==> config.mk <==
export PLATFORM = sky130hd
export DESIGN_NAME = adpdc_top
export DESIGN_NICKNAME = d
export VERILOG_FILES = /design/src/adpdc_pkg.sv /design/src/adpdc_top.sv
export SDC_FILE = /design/constraint.sdc
export NUM_CORES = 1
export LEC_CHECK = 0
export BUFFER_PORTS_ARGS = -buffer_cell sky130_fd_sc_hd__buf_2
export CAP_MARGIN = 20
export CORE_MARGIN = 5
export CORE_UTILIZATION = 25
export DETAILED_ROUTE_END_ITERATION = 16
export HOLD_SLACK_MARGIN = 0.15
export SETUP_SLACK_MARGIN = 0.3
export SLEW_MARGIN = 30
export SYNTH_ARGS = -nofsm -noshare
export SYNTH_HDL_FRONTEND = slang
export SYNTH_SLANG_ARGS = --single-unit
export TNS_END_PERCENT = 50
==> constraint.sdc <==
create_clock -name CLK -period 1.5 [get_ports CLK]
set_clock_uncertainty 0.05 [all_clocks]
set_input_delay 0.15 -clock CLK [delete_from_list [all_inputs] [get_ports CLK]]
set_output_delay 0.15 -clock CLK [all_outputs]
set_load 0.02 [all_outputs]
==> src/adpdc_pkg.sv <==
`default_nettype none
package adpdc_pkg;
    // Register offsets
    localparam logic [9:0] ADPDC_PATH_OFS = 10'h102;
    localparam logic [9:0] ADPDC_RATE_OFS = 10'h140;
    localparam logic [9:0] ADPDC_HP_OFS = 10'h141;
    localparam logic [9:0] ADPDC_ACQ_OFS = 10'h143;
    localparam logic [9:0] ADPDC_ROUND_OFS = 10'h144;
    // Reset values
    localparam logic [15:0] ADPDC_PATH_RST = 16'h2222;
    localparam logic [15:0] ADPDC_RATE_RST = 16'h0003;
    localparam logic [15:0] ADPDC_HP_RST = 16'h0018;
    localparam logic [15:0] ADPDC_ACQ_RST = 16'h0000;
    localparam logic [15:0] ADPDC_ROUND_RST = 16'h0002;
    // Implemented bits, reserved bits read as zero
    localparam logic [15:0] ADPDC_PATH_MASK = 16'h7777;
    localparam logic [15:0] ADPDC_RATE_MASK = 16'h0007;
    localparam logic [15:0] ADPDC_HP_MASK = 16'h007F;
    localparam logic [15:0] ADPDC_ACQ_MASK = 16'h003F;
    localparam logic [15:0] ADPDC_ROUND_MASK = 16'h0003;
    // Field positions
    localparam int ADPDC_PATH_STRIDE = 4;
    localparam int ADPDC_HP_ON_BIT = 0;
    localparam int ADPDC_HIGHPASS_SHIFT_VALUE_LSB = 1;
    localparam int ADPDC_EQ4_BIT = 6;
    localparam int ADPDC_ACQ_MODE_BIT = 0;
    localparam int ADPDC_ACQ_RATE_LSB = 1;
    localparam int ADPDC_ACQ_CYC_LSB = 4;
    // Field codes
    localparam logic [2:0] ADPDC_SRC_OFF = 3'h0;
    localparam logic [2:0] ADPDC_SRC_FULL = 3'h1;
    localparam logic [2:0] ADPDC_SRC_NO_EQ = 3'h2;
    localparam logic [2:0] ADPDC_SRC_BYPASS = 3'h3;
    localparam logic [2:0] ADPDC_SRC_SWAP = 3'h4;
    localparam logic [2:0] ADPDC_SRC_TEST = 3'h5;
    localparam logic [4:0] ADPDC_HIGHPASS_SHIFT_VALUE_DC = 5'h00;
    localparam logic [1:0] ADPDC_CYC_CODE_16 = 2'h0;
    localparam logic [1:0] ADPDC_CYC_CODE_24 = 2'h1;
    localparam logic [1:0] ADPDC_CYC_CODE_32 = 2'h2;
    localparam logic [5:0] ADPDC_CYC_16 = 6'h10;
    localparam logic [5:0] ADPDC_CYC_24 = 6'h18;
    localparam logic [5:0] ADPDC_CYC_32 = 6'h20;
    // Datapath steering for one converter channel
    typedef struct packed {
        logic enable;
        logic amp_on;
        logic eq_on;
        logic swap;
        logic test_pin;
    } adpdc_path_t;
    // Decimator and filter steering shared by all channels
    typedef struct packed {
        logic [2:0] rate;
        logic hp_on;
        logic [4:0] highpass_shift_value;
        logic dc_cal;
        logic eq4_on;
        logic acq_mode;
        logic [5:0] acq_cycles;
        logic [2:0] acq_rate;
        logic [1:0] rounding;
    } adpdc_filt_t;
endpackage
`default_nettype wire

==> src/adpdc_top.sv <==
`timescale 1ns/10ps
`default_nettype none
module adpdc_top import adpdc_pkg::*; (
    input wire logic CLK, // 100 MHz clock
    input wire logic RST_B, // Asynchronous reset, active low
    input wire logic REG_WR, // Write strobe, one cycle
    input wire logic REG_RD, // Read strobe, one cycle
    input wire logic [9:0] REG_ADDR, // Register address
    input wire logic [15:0] REG_WDATA, // Write data
    output logic [15:0] REG_RDATA, // Read data, held until next read
    output logic REG_RVALID, // Read data valid pulse
    output adpdc_path_t [3:0] PATH_CFG, // Per-channel path steering
    output adpdc_filt_t FILT_CFG // Decimator and filter steering
);
    logic [15:0] path_reg;
    logic [15:0] rate_reg;
    logic [15:0] hp_reg;
    logic [15:0] acq_reg;
    logic [15:0] round_reg;

    // Map a path code onto the switches of one channel
    function automatic adpdc_path_t path_decode(input logic [2:0] code);
        adpdc_path_t p;
        p = '0;
        p.enable = (code != ADPDC_SRC_OFF);
        p.amp_on = (code == ADPDC_SRC_FULL) || (code == ADPDC_SRC_NO_EQ);
        p.eq_on = (code == ADPDC_SRC_FULL);
        p.swap = (code == ADPDC_SRC_SWAP);
        p.test_pin = (code == ADPDC_SRC_TEST);
        return p;
    endfunction

    // Address decode
    wire hit_path = (REG_ADDR == ADPDC_PATH_OFS);
    wire hit_rate = (REG_ADDR == ADPDC_RATE_OFS);
    wire hit_hp = (REG_ADDR == ADPDC_HP_OFS);
    wire hit_acq = (REG_ADDR == ADPDC_ACQ_OFS);
    wire hit_round = (REG_ADDR == ADPDC_ROUND_OFS);
    wire hit_any = hit_path | hit_rate | hit_hp | hit_acq | hit_round;

    // Read selection, unmapped addresses read zero
    wire [15:0] next_rdata = hit_path ? path_reg :
                             hit_rate ? rate_reg :
                             hit_hp ? hp_reg :
                             hit_acq ? acq_reg :
                             hit_round ? round_reg : 16'h0000;

    // Steering decode from the stored fields
    adpdc_path_t [3:0] next_path_cfg;
    adpdc_filt_t next_filt_cfg;
    wire [1:0] cyc_code = acq_reg[ADPDC_ACQ_CYC_LSB +: 2];
    wire [4:0] highpass_shift_value = hp_reg[ADPDC_HIGHPASS_SHIFT_VALUE_LSB +: 5];

    for (genvar i = 0; i < 4; i++) begin : g_chan
        assign next_path_cfg[i] = path_decode(path_reg[ADPDC_PATH_STRIDE*i +: 3]);
    end

    assign next_filt_cfg.rate = rate_reg[2:0];
    assign next_filt_cfg.hp_on = hp_reg[ADPDC_HP_ON_BIT];
    assign next_filt_cfg.highpass_shift_value = highpass_shift_value;
    assign next_filt_cfg.dc_cal = (highpass_shift_value == ADPDC_HIGHPASS_SHIFT_VALUE_DC);
    assign next_filt_cfg.eq4_on = hp_reg[ADPDC_EQ4_BIT];
    assign next_filt_cfg.acq_mode = acq_reg[ADPDC_ACQ_MODE_BIT];
    // Reserved cycle code gives zero cycles
    assign next_filt_cfg.acq_cycles = (cyc_code == ADPDC_CYC_CODE_16) ? ADPDC_CYC_16 :
                                      (cyc_code == ADPDC_CYC_CODE_24) ? ADPDC_CYC_24 :
                                      (cyc_code == ADPDC_CYC_CODE_32) ? ADPDC_CYC_32 : 6'h00;
    assign next_filt_cfg.acq_rate = acq_reg[ADPDC_ACQ_RATE_LSB +: 3];
    assign next_filt_cfg.rounding = round_reg[1:0];

    // Register writes, reserved bits are dropped
    always_ff @(posedge CLK or negedge RST_B) begin
        if (!RST_B) begin
            path_reg <= ADPDC_PATH_RST;
            rate_reg <= ADPDC_RATE_RST;
            hp_reg <= ADPDC_HP_RST;
            acq_reg <= ADPDC_ACQ_RST;
            round_reg <= ADPDC_ROUND_RST;
        end else if (REG_WR) begin
            if (hit_path) path_reg <= REG_WDATA & ADPDC_PATH_MASK;
            if (hit_rate) rate_reg <= REG_WDATA & ADPDC_RATE_MASK;
            if (hit_hp) hp_reg <= REG_WDATA & ADPDC_HP_MASK;
            if (hit_acq) acq_reg <= REG_WDATA & ADPDC_ACQ_MASK;
            if (hit_round) round_reg <= REG_WDATA & ADPDC_ROUND_MASK;
        end
    end

    // Read port, data held between reads
    always_ff @(posedge CLK or negedge RST_B) begin
        if (!RST_B) begin
            REG_RDATA <= 16'h0000;
            REG_RVALID <= 1'b0;
        end else begin
            REG_RVALID <= REG_RD;
            if (REG_RD) REG_RDATA <= next_rdata;
        end
    end

    // Steering outputs, registered
    always_ff @(posedge CLK or negedge RST_B) begin
        if (!RST_B) begin
            PATH_CFG <= {4{path_decode(ADPDC_SRC_NO_EQ)}};
            FILT_CFG <= '0;
        end else begin
            PATH_CFG <= next_path_cfg;
            FILT_CFG <= next_filt_cfg;
        end
    end

    // Switch consistency on every channel
    for (genvar j = 0; j < 4; j++) begin : g_chan_chk

    end
endmodule
`default_nettype wire

# == Word level (Yosys, flattened, before mapping) ==
# Cells that the tools add are included.
# Widths: inputs -> output; s select.
# totals
ff_bits,90
latchBits,0
ram_bits,0
rom_bits,0
input_bits,30
output_inout_bits,60
n_memories,0
# op_classes
addsub,0
mul,0
div,0
magnitude_cmp,0
eq_ne,23
n_shift,0
muxes,8
bitwise,0
reduce_logical,15
# op_table
operator,count
$eq 10x9->1 const B,5
$eq 3x3->1 const B,8
$mux 6,4
$mux 15,1
$mux 7,2
$eq 3x1->1 const B,4
$eq 3x2->1 const B,4
$reduce_bool 3->1,4
$reduce_and 2->1,5
$logic_not 5->1,1
$logic_or 1x1->1,4
$eq 2x1->1 const B,1
$eq 2x2->1 const B,1
$logic_not 2->1,1
$mux 2,1

# == Logic depth before layout (Yosys ltp) ==
# Gate-level depths: netlist (run 1).
# logic_depth
ltp_word,6
ltp_mapped,6
ltp_nobuf,4

# == Worst setup path after synthesis (run 1) ==
# Ideal clock, no wire load.
# synth_path
path_type,input to register
startpoint,in REG_ADDR[5]
endpoint,reg path_reg[10]
arrival_ns,1.530
required_time_ns,1.325
setup_slack_ns,-0.205
cell_stages,5
n_path_buf,1
path_cell_list,or4_2 > nor2_4 > nand3_4 > buf_6 > mux2_4
# synth_between
elab_chain_len,2
# synth_rtl
element,line,rtl
from (decl),adpdc_top.sv:8,"input wire logic [9:0] REG_ADDR,"
$eq 10x9->1,adpdc_top.sv:34,wire hit_path = (REG_ADDR == ADPDC_PATH_OFS);
$reduce_and 2->1 (no line),--,
to (signal assigned),adpdc_top.sv:80,if (hit_path) path_reg <= REG_WDATA & ADPDC_PATH_MASK;
to (decl),adpdc_top.sv:15,logic [15:0] path_reg;
# No other way between the ends.
# A chain may end at the register's enable or synchronous reset.

# == Worst setup path in the final report (run 1) ==
# layout_path
startpoint,in REG_ADDR[3]
endpoint,reg path_reg[10]
# Same word-level chain as after synthesis.

==> results of run 1 <==
critical path, stage by stage:
cell and delay (ns):
buf_8 0.10, or4b_4 0.58, nor2_4 0.18, nand3_4 0.18
mux2_4 0.33
worst paths after layout:
kind / to
worst max-delay path: path_reg[10]
worst min-delay path: REG_RDATA[1]
worst max register to register: REG_RDATA[0]
worst min register to register: FILT_CFG[3]
max in group asynchronous: hp_reg[3]
min in group asynchronous: path_reg[0]
stage by stage:
stage / util, % / hold slack [ns] / area [um2] / setup TNS, ns / total power, mW
final: 36.2 / 0.182 / 4580 / 0 / 4.86
after global routing: 36.2 / 0.185 / 4580 / 0 / 5.04
after CTS: 35.9 / 0.165 / 4550 / 0 / 4.90
after detailed placement: 31.7 / 0.165 / 4010 / -8.11 / 2.65
after global placement: 31.7 / 0.158 / 4010 / -7.34 / 2.64
after floorplan: - / -0.196 / 3330 / -1.60 / 2.49
layout by cell type, fill, tap and decap left out, types with 2 or more instances in the layout:
cell type	Yosys	final
a221o_1	5	5
a22o_1	6	6
a22oi_1	3	3
and3b_1	3	3
buf_12	0	2
buf_2	1	74
buf_4	6	17
buf_6	2	6
buf_8	0	2
clkbuf_1	1	3
clkbuf_16	0	9
clkbuf_8	0	2
conb_1	1	6
dfrtp_1	67	67
dfstp_2	17	17
dlygate4sd3_1	0	15
inv_1	5	5
mux2_2	20	10
mux2_4	10	20
mux2i_1	5	5
nand2_1	3	2
nand3_1	3	3
nand3_4	1	2
nor2_1	7	7
nor2b_1	4	4
nor3_1	8	6
nor3b_1	8	8
nor3b_4	1	2
o2bb2ai_1	2	2
or3_1	4	4
xnor2_1	4	4
logic make-up after synthesis:
family | Yosys count | share of synthesized area, %
xor gates and xnor gates | 4 | 1.08
and+or+nand+nor | 55 | 11.5
muxes | 35 | 13.2
DFF | 84 | 65.6
buffers and inverters | 17 | 3.17
other | 1 | 0.116
AOI/OAI and AO/OA | 20 | 5.34
what timing repair did:
item / 4_1_cts / 5_1_grt
cloned: 1 / 0
pin swaps: 9 / 4
setup endpoints to repair: 47 / 50
resized for setup: 15 / 4
hold buffers: 15 / 0
hold endpoints to repair: 115 / 0
buffers inserted: 2 / 2
area by class of cell:
cell class | count | area share (%)
Timing Repair Buffer | 116 | 17.1
Tap cell | 172 | 4.70
Inverter | 6 | 0.492
Multi-Input combinational cell | 121 | 24.8
Clock buffer | 14 | 5.76
Sequential cell | 84 | 46.3
Clock inverter | 2 | 0.765
power by group:
group          switching [mW]  internal [mW]  leakage (nW)
clock network           0.817           1.38         0.147
logic                   0.186          0.143          1.07
registers              0.0201           2.31          1.10
total                    1.02           3.83          2.32
metal layers:
metal | global-route usage (%) | part of all wire [%] | vias up
met4 | 3.04 | 1.0 | 0
li1 | - | - | 1008
met1 | 13.5 | 43 | 1041
met5 | 0 | 0 | -
met3 | 3.72 | 6.3 | 9
met2 | 18.1 | 49 | 55
==> run summary, run 1 <==
Crit Path Max Fanout -> 6
Worst EP arrival -> 1.53 ns
placed cells -> 479
DR iter-0 viols -> 111
clk slew on worst S/H paths -> 0.06 ns
DR WL/cell -> 15.4 um
TritonCTS clock tree -> yes
Final HPWL DP -> 5640 um
Hold Crit Start -> REG_RD
die footprint -> 15300 um2
worst hold path depth -> 2
sequential-to-total area share from yosys stat -> 65.6%
max-slew violations -> 0
outcome -> completed
Initial Utilization -> 25.5%
crit path from -> REG_ADDR[3]
crit share post-route -> 91.3%
Worst EP required -> 1.66 ns
unrepaired setup endpoints after global routing -> true
fin nets -> 368
synth-to-layout area growth -> 41.7%
Non-Filler Instances -> 515
Critical R2R Launch -> path_reg[0]
most used flip-flop cell after synthesis -> dfrtp_1
min cycle time layout -> 1.37 ns
Antenna Cells -> 0
die height -> 124 um
reg2reg setup slack -> 0.32 ns
Core ar. -> 12700 um2
Setup Slack @ Placement -> -0.278 ns
row count -> 41
PnR worst setup slack -> 0.131 ns
drt via density -> 4.10
gr usage total -> 10.9%
fillers -> 1238
post-route ant nets -> 0
top flop regs -> FILT_CFG (20), PATH_CFG (20), REG_RDATA (13)
post-synth cell types -> 45
Hold WC Path Type -> in2reg
Setup crit end kind -> register
port buffer count -> 80
synthesized flop and latch total -> 84
GPL Wtd Cong -> 0.903
Hold Violations, Final -> 0
crit start category -> input pin
Avg Synthesized Cell Area -> 15.0 um2
async set or reset register ratio after synthesis -> 100%
final setup fails -> 0
Ports -> 90
power density cells -> 1060 nW/um2
multi-input logic area -> 1140 um2
clk buf depth -> 2
gr ovfl total -> 0
chip width -> 124 um
first-pass GRT wire length -> 12500 um
max cap viols -> 0
CTS root buf -> clkbuf_16
mapped cell area -> 3230 um2
synth warn -> 0
largest cells by area after synthesis -> dfrtp_1, dfstp_2, mux2_2
Syn Inst Count -> 216
share of layout cells above drive strength 1 -> 51.3%
largest net degree at the start of global routing -> 85
1st-pass router iterations -> 4
cell depth of the worst flop-to-flop path -> 3
Clock Latency Late Sink -> 0.33 ns
post-synth top area share -> 51.8%
FMAX -> 731 MHz
Sequential Area -> 2120 um2
initial antenna violation count -> 0
routed wire length -> 7910 um
number of synthesized flops with an enable pin -> 0
crit path kind -> in2reg
vias in the first global route -> 2266
maximum vdd drop -> 510 uV
area leader, netlist -> dfrtp_1
vias -> 2113
top-count cell post-synth -> dfrtp_1
H-tree depth -> 3
Sink Count -> 84
Leak -> 2.32 nW
Synth top cells by count -> dfrtp_1, mux2_2, dfstp_2
DRC viols -> 0
CTS Buf Count -> 9
No activity file was read; power rests on OpenSTA's default activity.
==> inputs of run 2 (changes only) <==
--- a/config.mk
+++ b/config.mk
@@ -5,6 +5,7 @@
 export SDC_FILE = /design/constraint.sdc
 export NUM_CORES = 1
 export LEC_CHECK = 0
+export ABC_AREA = 1
 export BUFFER_PORTS_ARGS = -buffer_cell sky130_fd_sc_hd__buf_2
 export CAP_MARGIN = 20
 export CORE_MARGIN = 5
==> run 2 against run 1 <==
  * Sequential power about the same
  * Final cell count increased by 20%
  * Hold slack got worse by 0.060 ns
  * Highest routed layer unchanged
==> run summary, run 2 <==
kind of cell adding the most delay to the critical path -> flip-flops
Hold Violations, Final -> 0 (unchanged)
row count -> 42 (+2.4%)
mapped cell area -> 3360 um2 (+4.0%)
unrepaired setup endpoints after global routing -> true
share of layout cells above drive strength 1 -> 35.9% (-15 points)
GPL Wtd Cong -> 0.804 (-11%)
synth-to-layout area growth -> 34.8%
Syn Inst Count -> 329 (+52%)
WL met1 -> 3370 um (-1.6%)
Highest Signal Layer -> met4
top-count cell post-synth -> nand2_1
power density cells -> 1100 nW/um2 (+4.1%)
Hold WC Path Type -> in2reg
routed wire length -> 7910 um (unchanged)
CTS Buf Count -> 9 (unchanged)
crit path kind -> reg2out
gr usage total -> 10.6% (-0.35 points)
Fin Hold WS -> 0.122 ns (-0.0598 ns)
max cap viols -> 0 (unchanged)
sequential-to-total area share from yosys stat -> 63.1% (-2.5 points)
synthesized flop and latch total -> 84 (unchanged)
FMAX -> 847 MHz (+16%)
Avg Synthesized Cell Area -> 10.2 um2 (-32%)
die height -> 126 um (+1.8%)
crit share post-route -> 78.7% (-13 points)
first-pass GRT wire length -> 13300 um (+6.6%)
post-synth cell types -> 30 (-33%)
Sink Count -> 84 (unchanged)
Slew HR -> 64.2%
chip width -> 126 um (+1.8%)
vias in the first global route -> 2669 (+18%)
initial antenna violation count -> 0 (unchanged)
CTS root buf -> clkbuf_16
DR iter-0 viols -> 105 (-5.4%)
Leak -> 2.28 nW (-1.6%)
1st-pass router iterations -> 5 (+1)
CP bufs+invs -> 1 (unchanged)
max incr delay on CP -> 0.51 ns (-0.07 ns)
post-route ant nets -> 0 (unchanged)
Final HPWL DP -> 5900 um (+4.5%)
Core ar. -> 13200 um2 (+4.5%)
Setup crit end kind -> output pin
largest cells by area after synthesis -> dfrtp_1, dfstp_2, nand2_1
Ports -> 90 (unchanged)
Final TNS setup -> 0 ns (unchanged)
H-tree depth -> 3 (unchanged)
Antenna Cells -> 0 (unchanged)
number of synthesized flops with an enable pin -> 0 (unchanged)
post-synth top area share -> 49.8% (-2.0 points)
worst path cell trace -> buf_2
final setup fails -> 0 (unchanged)
Worst EP arrival -> 0.98 ns (-0.55 ns)
DR WL/cell -> 12.8 um (-17%)
max-slew violations -> 0 (unchanged)
most frequent cells in the layout -> buf_2, dfrtp_1, nand2_1
die footprint -> 15900 um2 (+3.7%)
area leader, netlist -> dfrtp_1
total power -> 5.00 mW (+3.1%)
maximum vdd drop -> 660 uV (+30%)
TritonCTS clock tree -> yes
commonest non-fill, non-tap cell in the layout -> buf_2
Crit Path Max Fanout -> 1 (-5)
min cycle time layout -> 1.18 ns (-0.188 ns)
most used flip-flop cell after synthesis -> dfrtp_1
crit start category -> register
clk buf depth -> 2 (unchanged)
fin util -> 34.2% (-1.9 points)
drt via density -> 4.07 (-0.85%)
async set or reset register ratio after synthesis -> 100% (unchanged)
largest net degree at the start of global routing -> 85 (unchanged)
PnR worst setup slack -> 0.319 ns (+0.188 ns)
gr ovfl total -> 0 (unchanged)
Initial Utilization -> 25.4% (-0.12 points)
vias -> 2518 (+19%)
synth warn -> 0 (unchanged)
clk slew on worst S/H paths -> 0.06 ns (about the same)
Synth top cells by count -> nand2_1, dfrtp_1, inv_1
DRC viols -> 0 (unchanged)
routed wl met3 -> 474 um (-4.4%)
top flop regs -> FILT_CFG (20), PATH_CFG (20), REG_RDATA (13)
fin nets -> 468 (+27%)
Met2 Routed Length -> 3970 um (+1.6%)
outcome -> completed
Worst path slowest cell -> dfstp_2
worst slew pin tran -> 0.536 ns
port buffer count -> 80 (unchanged)
Clock Latency Late Sink -> 0.33 ns (about the same)
Worst EP required -> 1.30 ns (-0.36 ns)
Setup Slack @ Placement -> 0.0632 ns (+0.341 ns)
-- run 2: cell count changes in the layout (fill, tap and decap cells not counted), moves of 10 or more --
cell | previous run | this run
nand2_1 | 2 | 67
inv_1 | 5 | 39
nor2_1 | 7 | 31
mux2_4 | 20 | 1
a21oi_1 | 0 | 13
o21ai_0 | 1 | 13
o21ai_2 | 0 | 12
mux2_2 | 10 | 0
-- run 2: what timing repair did --
item,in CTS,in global routing
endpoints found under the hold margin,110,0
hold buffers,15,0
resized for setup,4,7
setup endpoints to repair,8,10
buffers inserted,0,0
-- run 2: layout make-up --
type	count	area, um2
fillers	1372	8710
flip-flops and latches	84	2120
multi-input cells	195	1020
repair buffers	105	691
clock buffers	10	229
well taps	176	220
inverters	43	166
clock inverters	6	90.1
-- run 2: cells by family after synthesis --
family | after synthesis | share of synthesized area, %
DFF | 84 | 63.1
muxes | 1 | 0.446
other | 1 | 0.111
AOI/OAI and AO/OA | 54 | 10.7
and+or+nand+nor | 134 | 17.7
buffers and inverters | 55 | 7.85
-- run 2: layer usage --
layer  global-route usage, %  vias up
met5                       0        -
met1                    12.4     1184
met4                    2.65        0
li1                        -     1259
met3                    4.06       14
met2                    18.2       61
-- run 2: worst paths after layout --
kind / endpoint / slack, ns / cells past startpoint / from
max in group asynchronous: hp_reg[4] / 0.68 / 3 / RST_B
min: round_reg[1] / 0.12 / 4 / REG_ADDR[3]
max reg2reg: REG_RDATA[2] / 0.45 / 4 / hp_reg[2]
min in group asynchronous: PATH_CFG[10] / 0.36 / 3 / RST_B
max: PATH_CFG[19] / 0.32 / 1 / PATH_CFG[19]
min reg2reg: FILT_CFG[3] / 0.35 / 0 / acq_reg[2]
-- run 2: power by group --
group	switching, mW	internal, mW	total, mW	leakage (nW)
logic	0.223	0.118	0.341	1.08
clock network	0.862	1.46	2.32	0.153
registers	0.0237	2.32	2.34	1.05
-- run 2: per-stage QoR --
stage,cells,instance area (um2)
floorplan,334,3400
global placement,588,4030
detailed placement,588,4030
CTS,619,4510
global route,619,4540
finish,619,4540
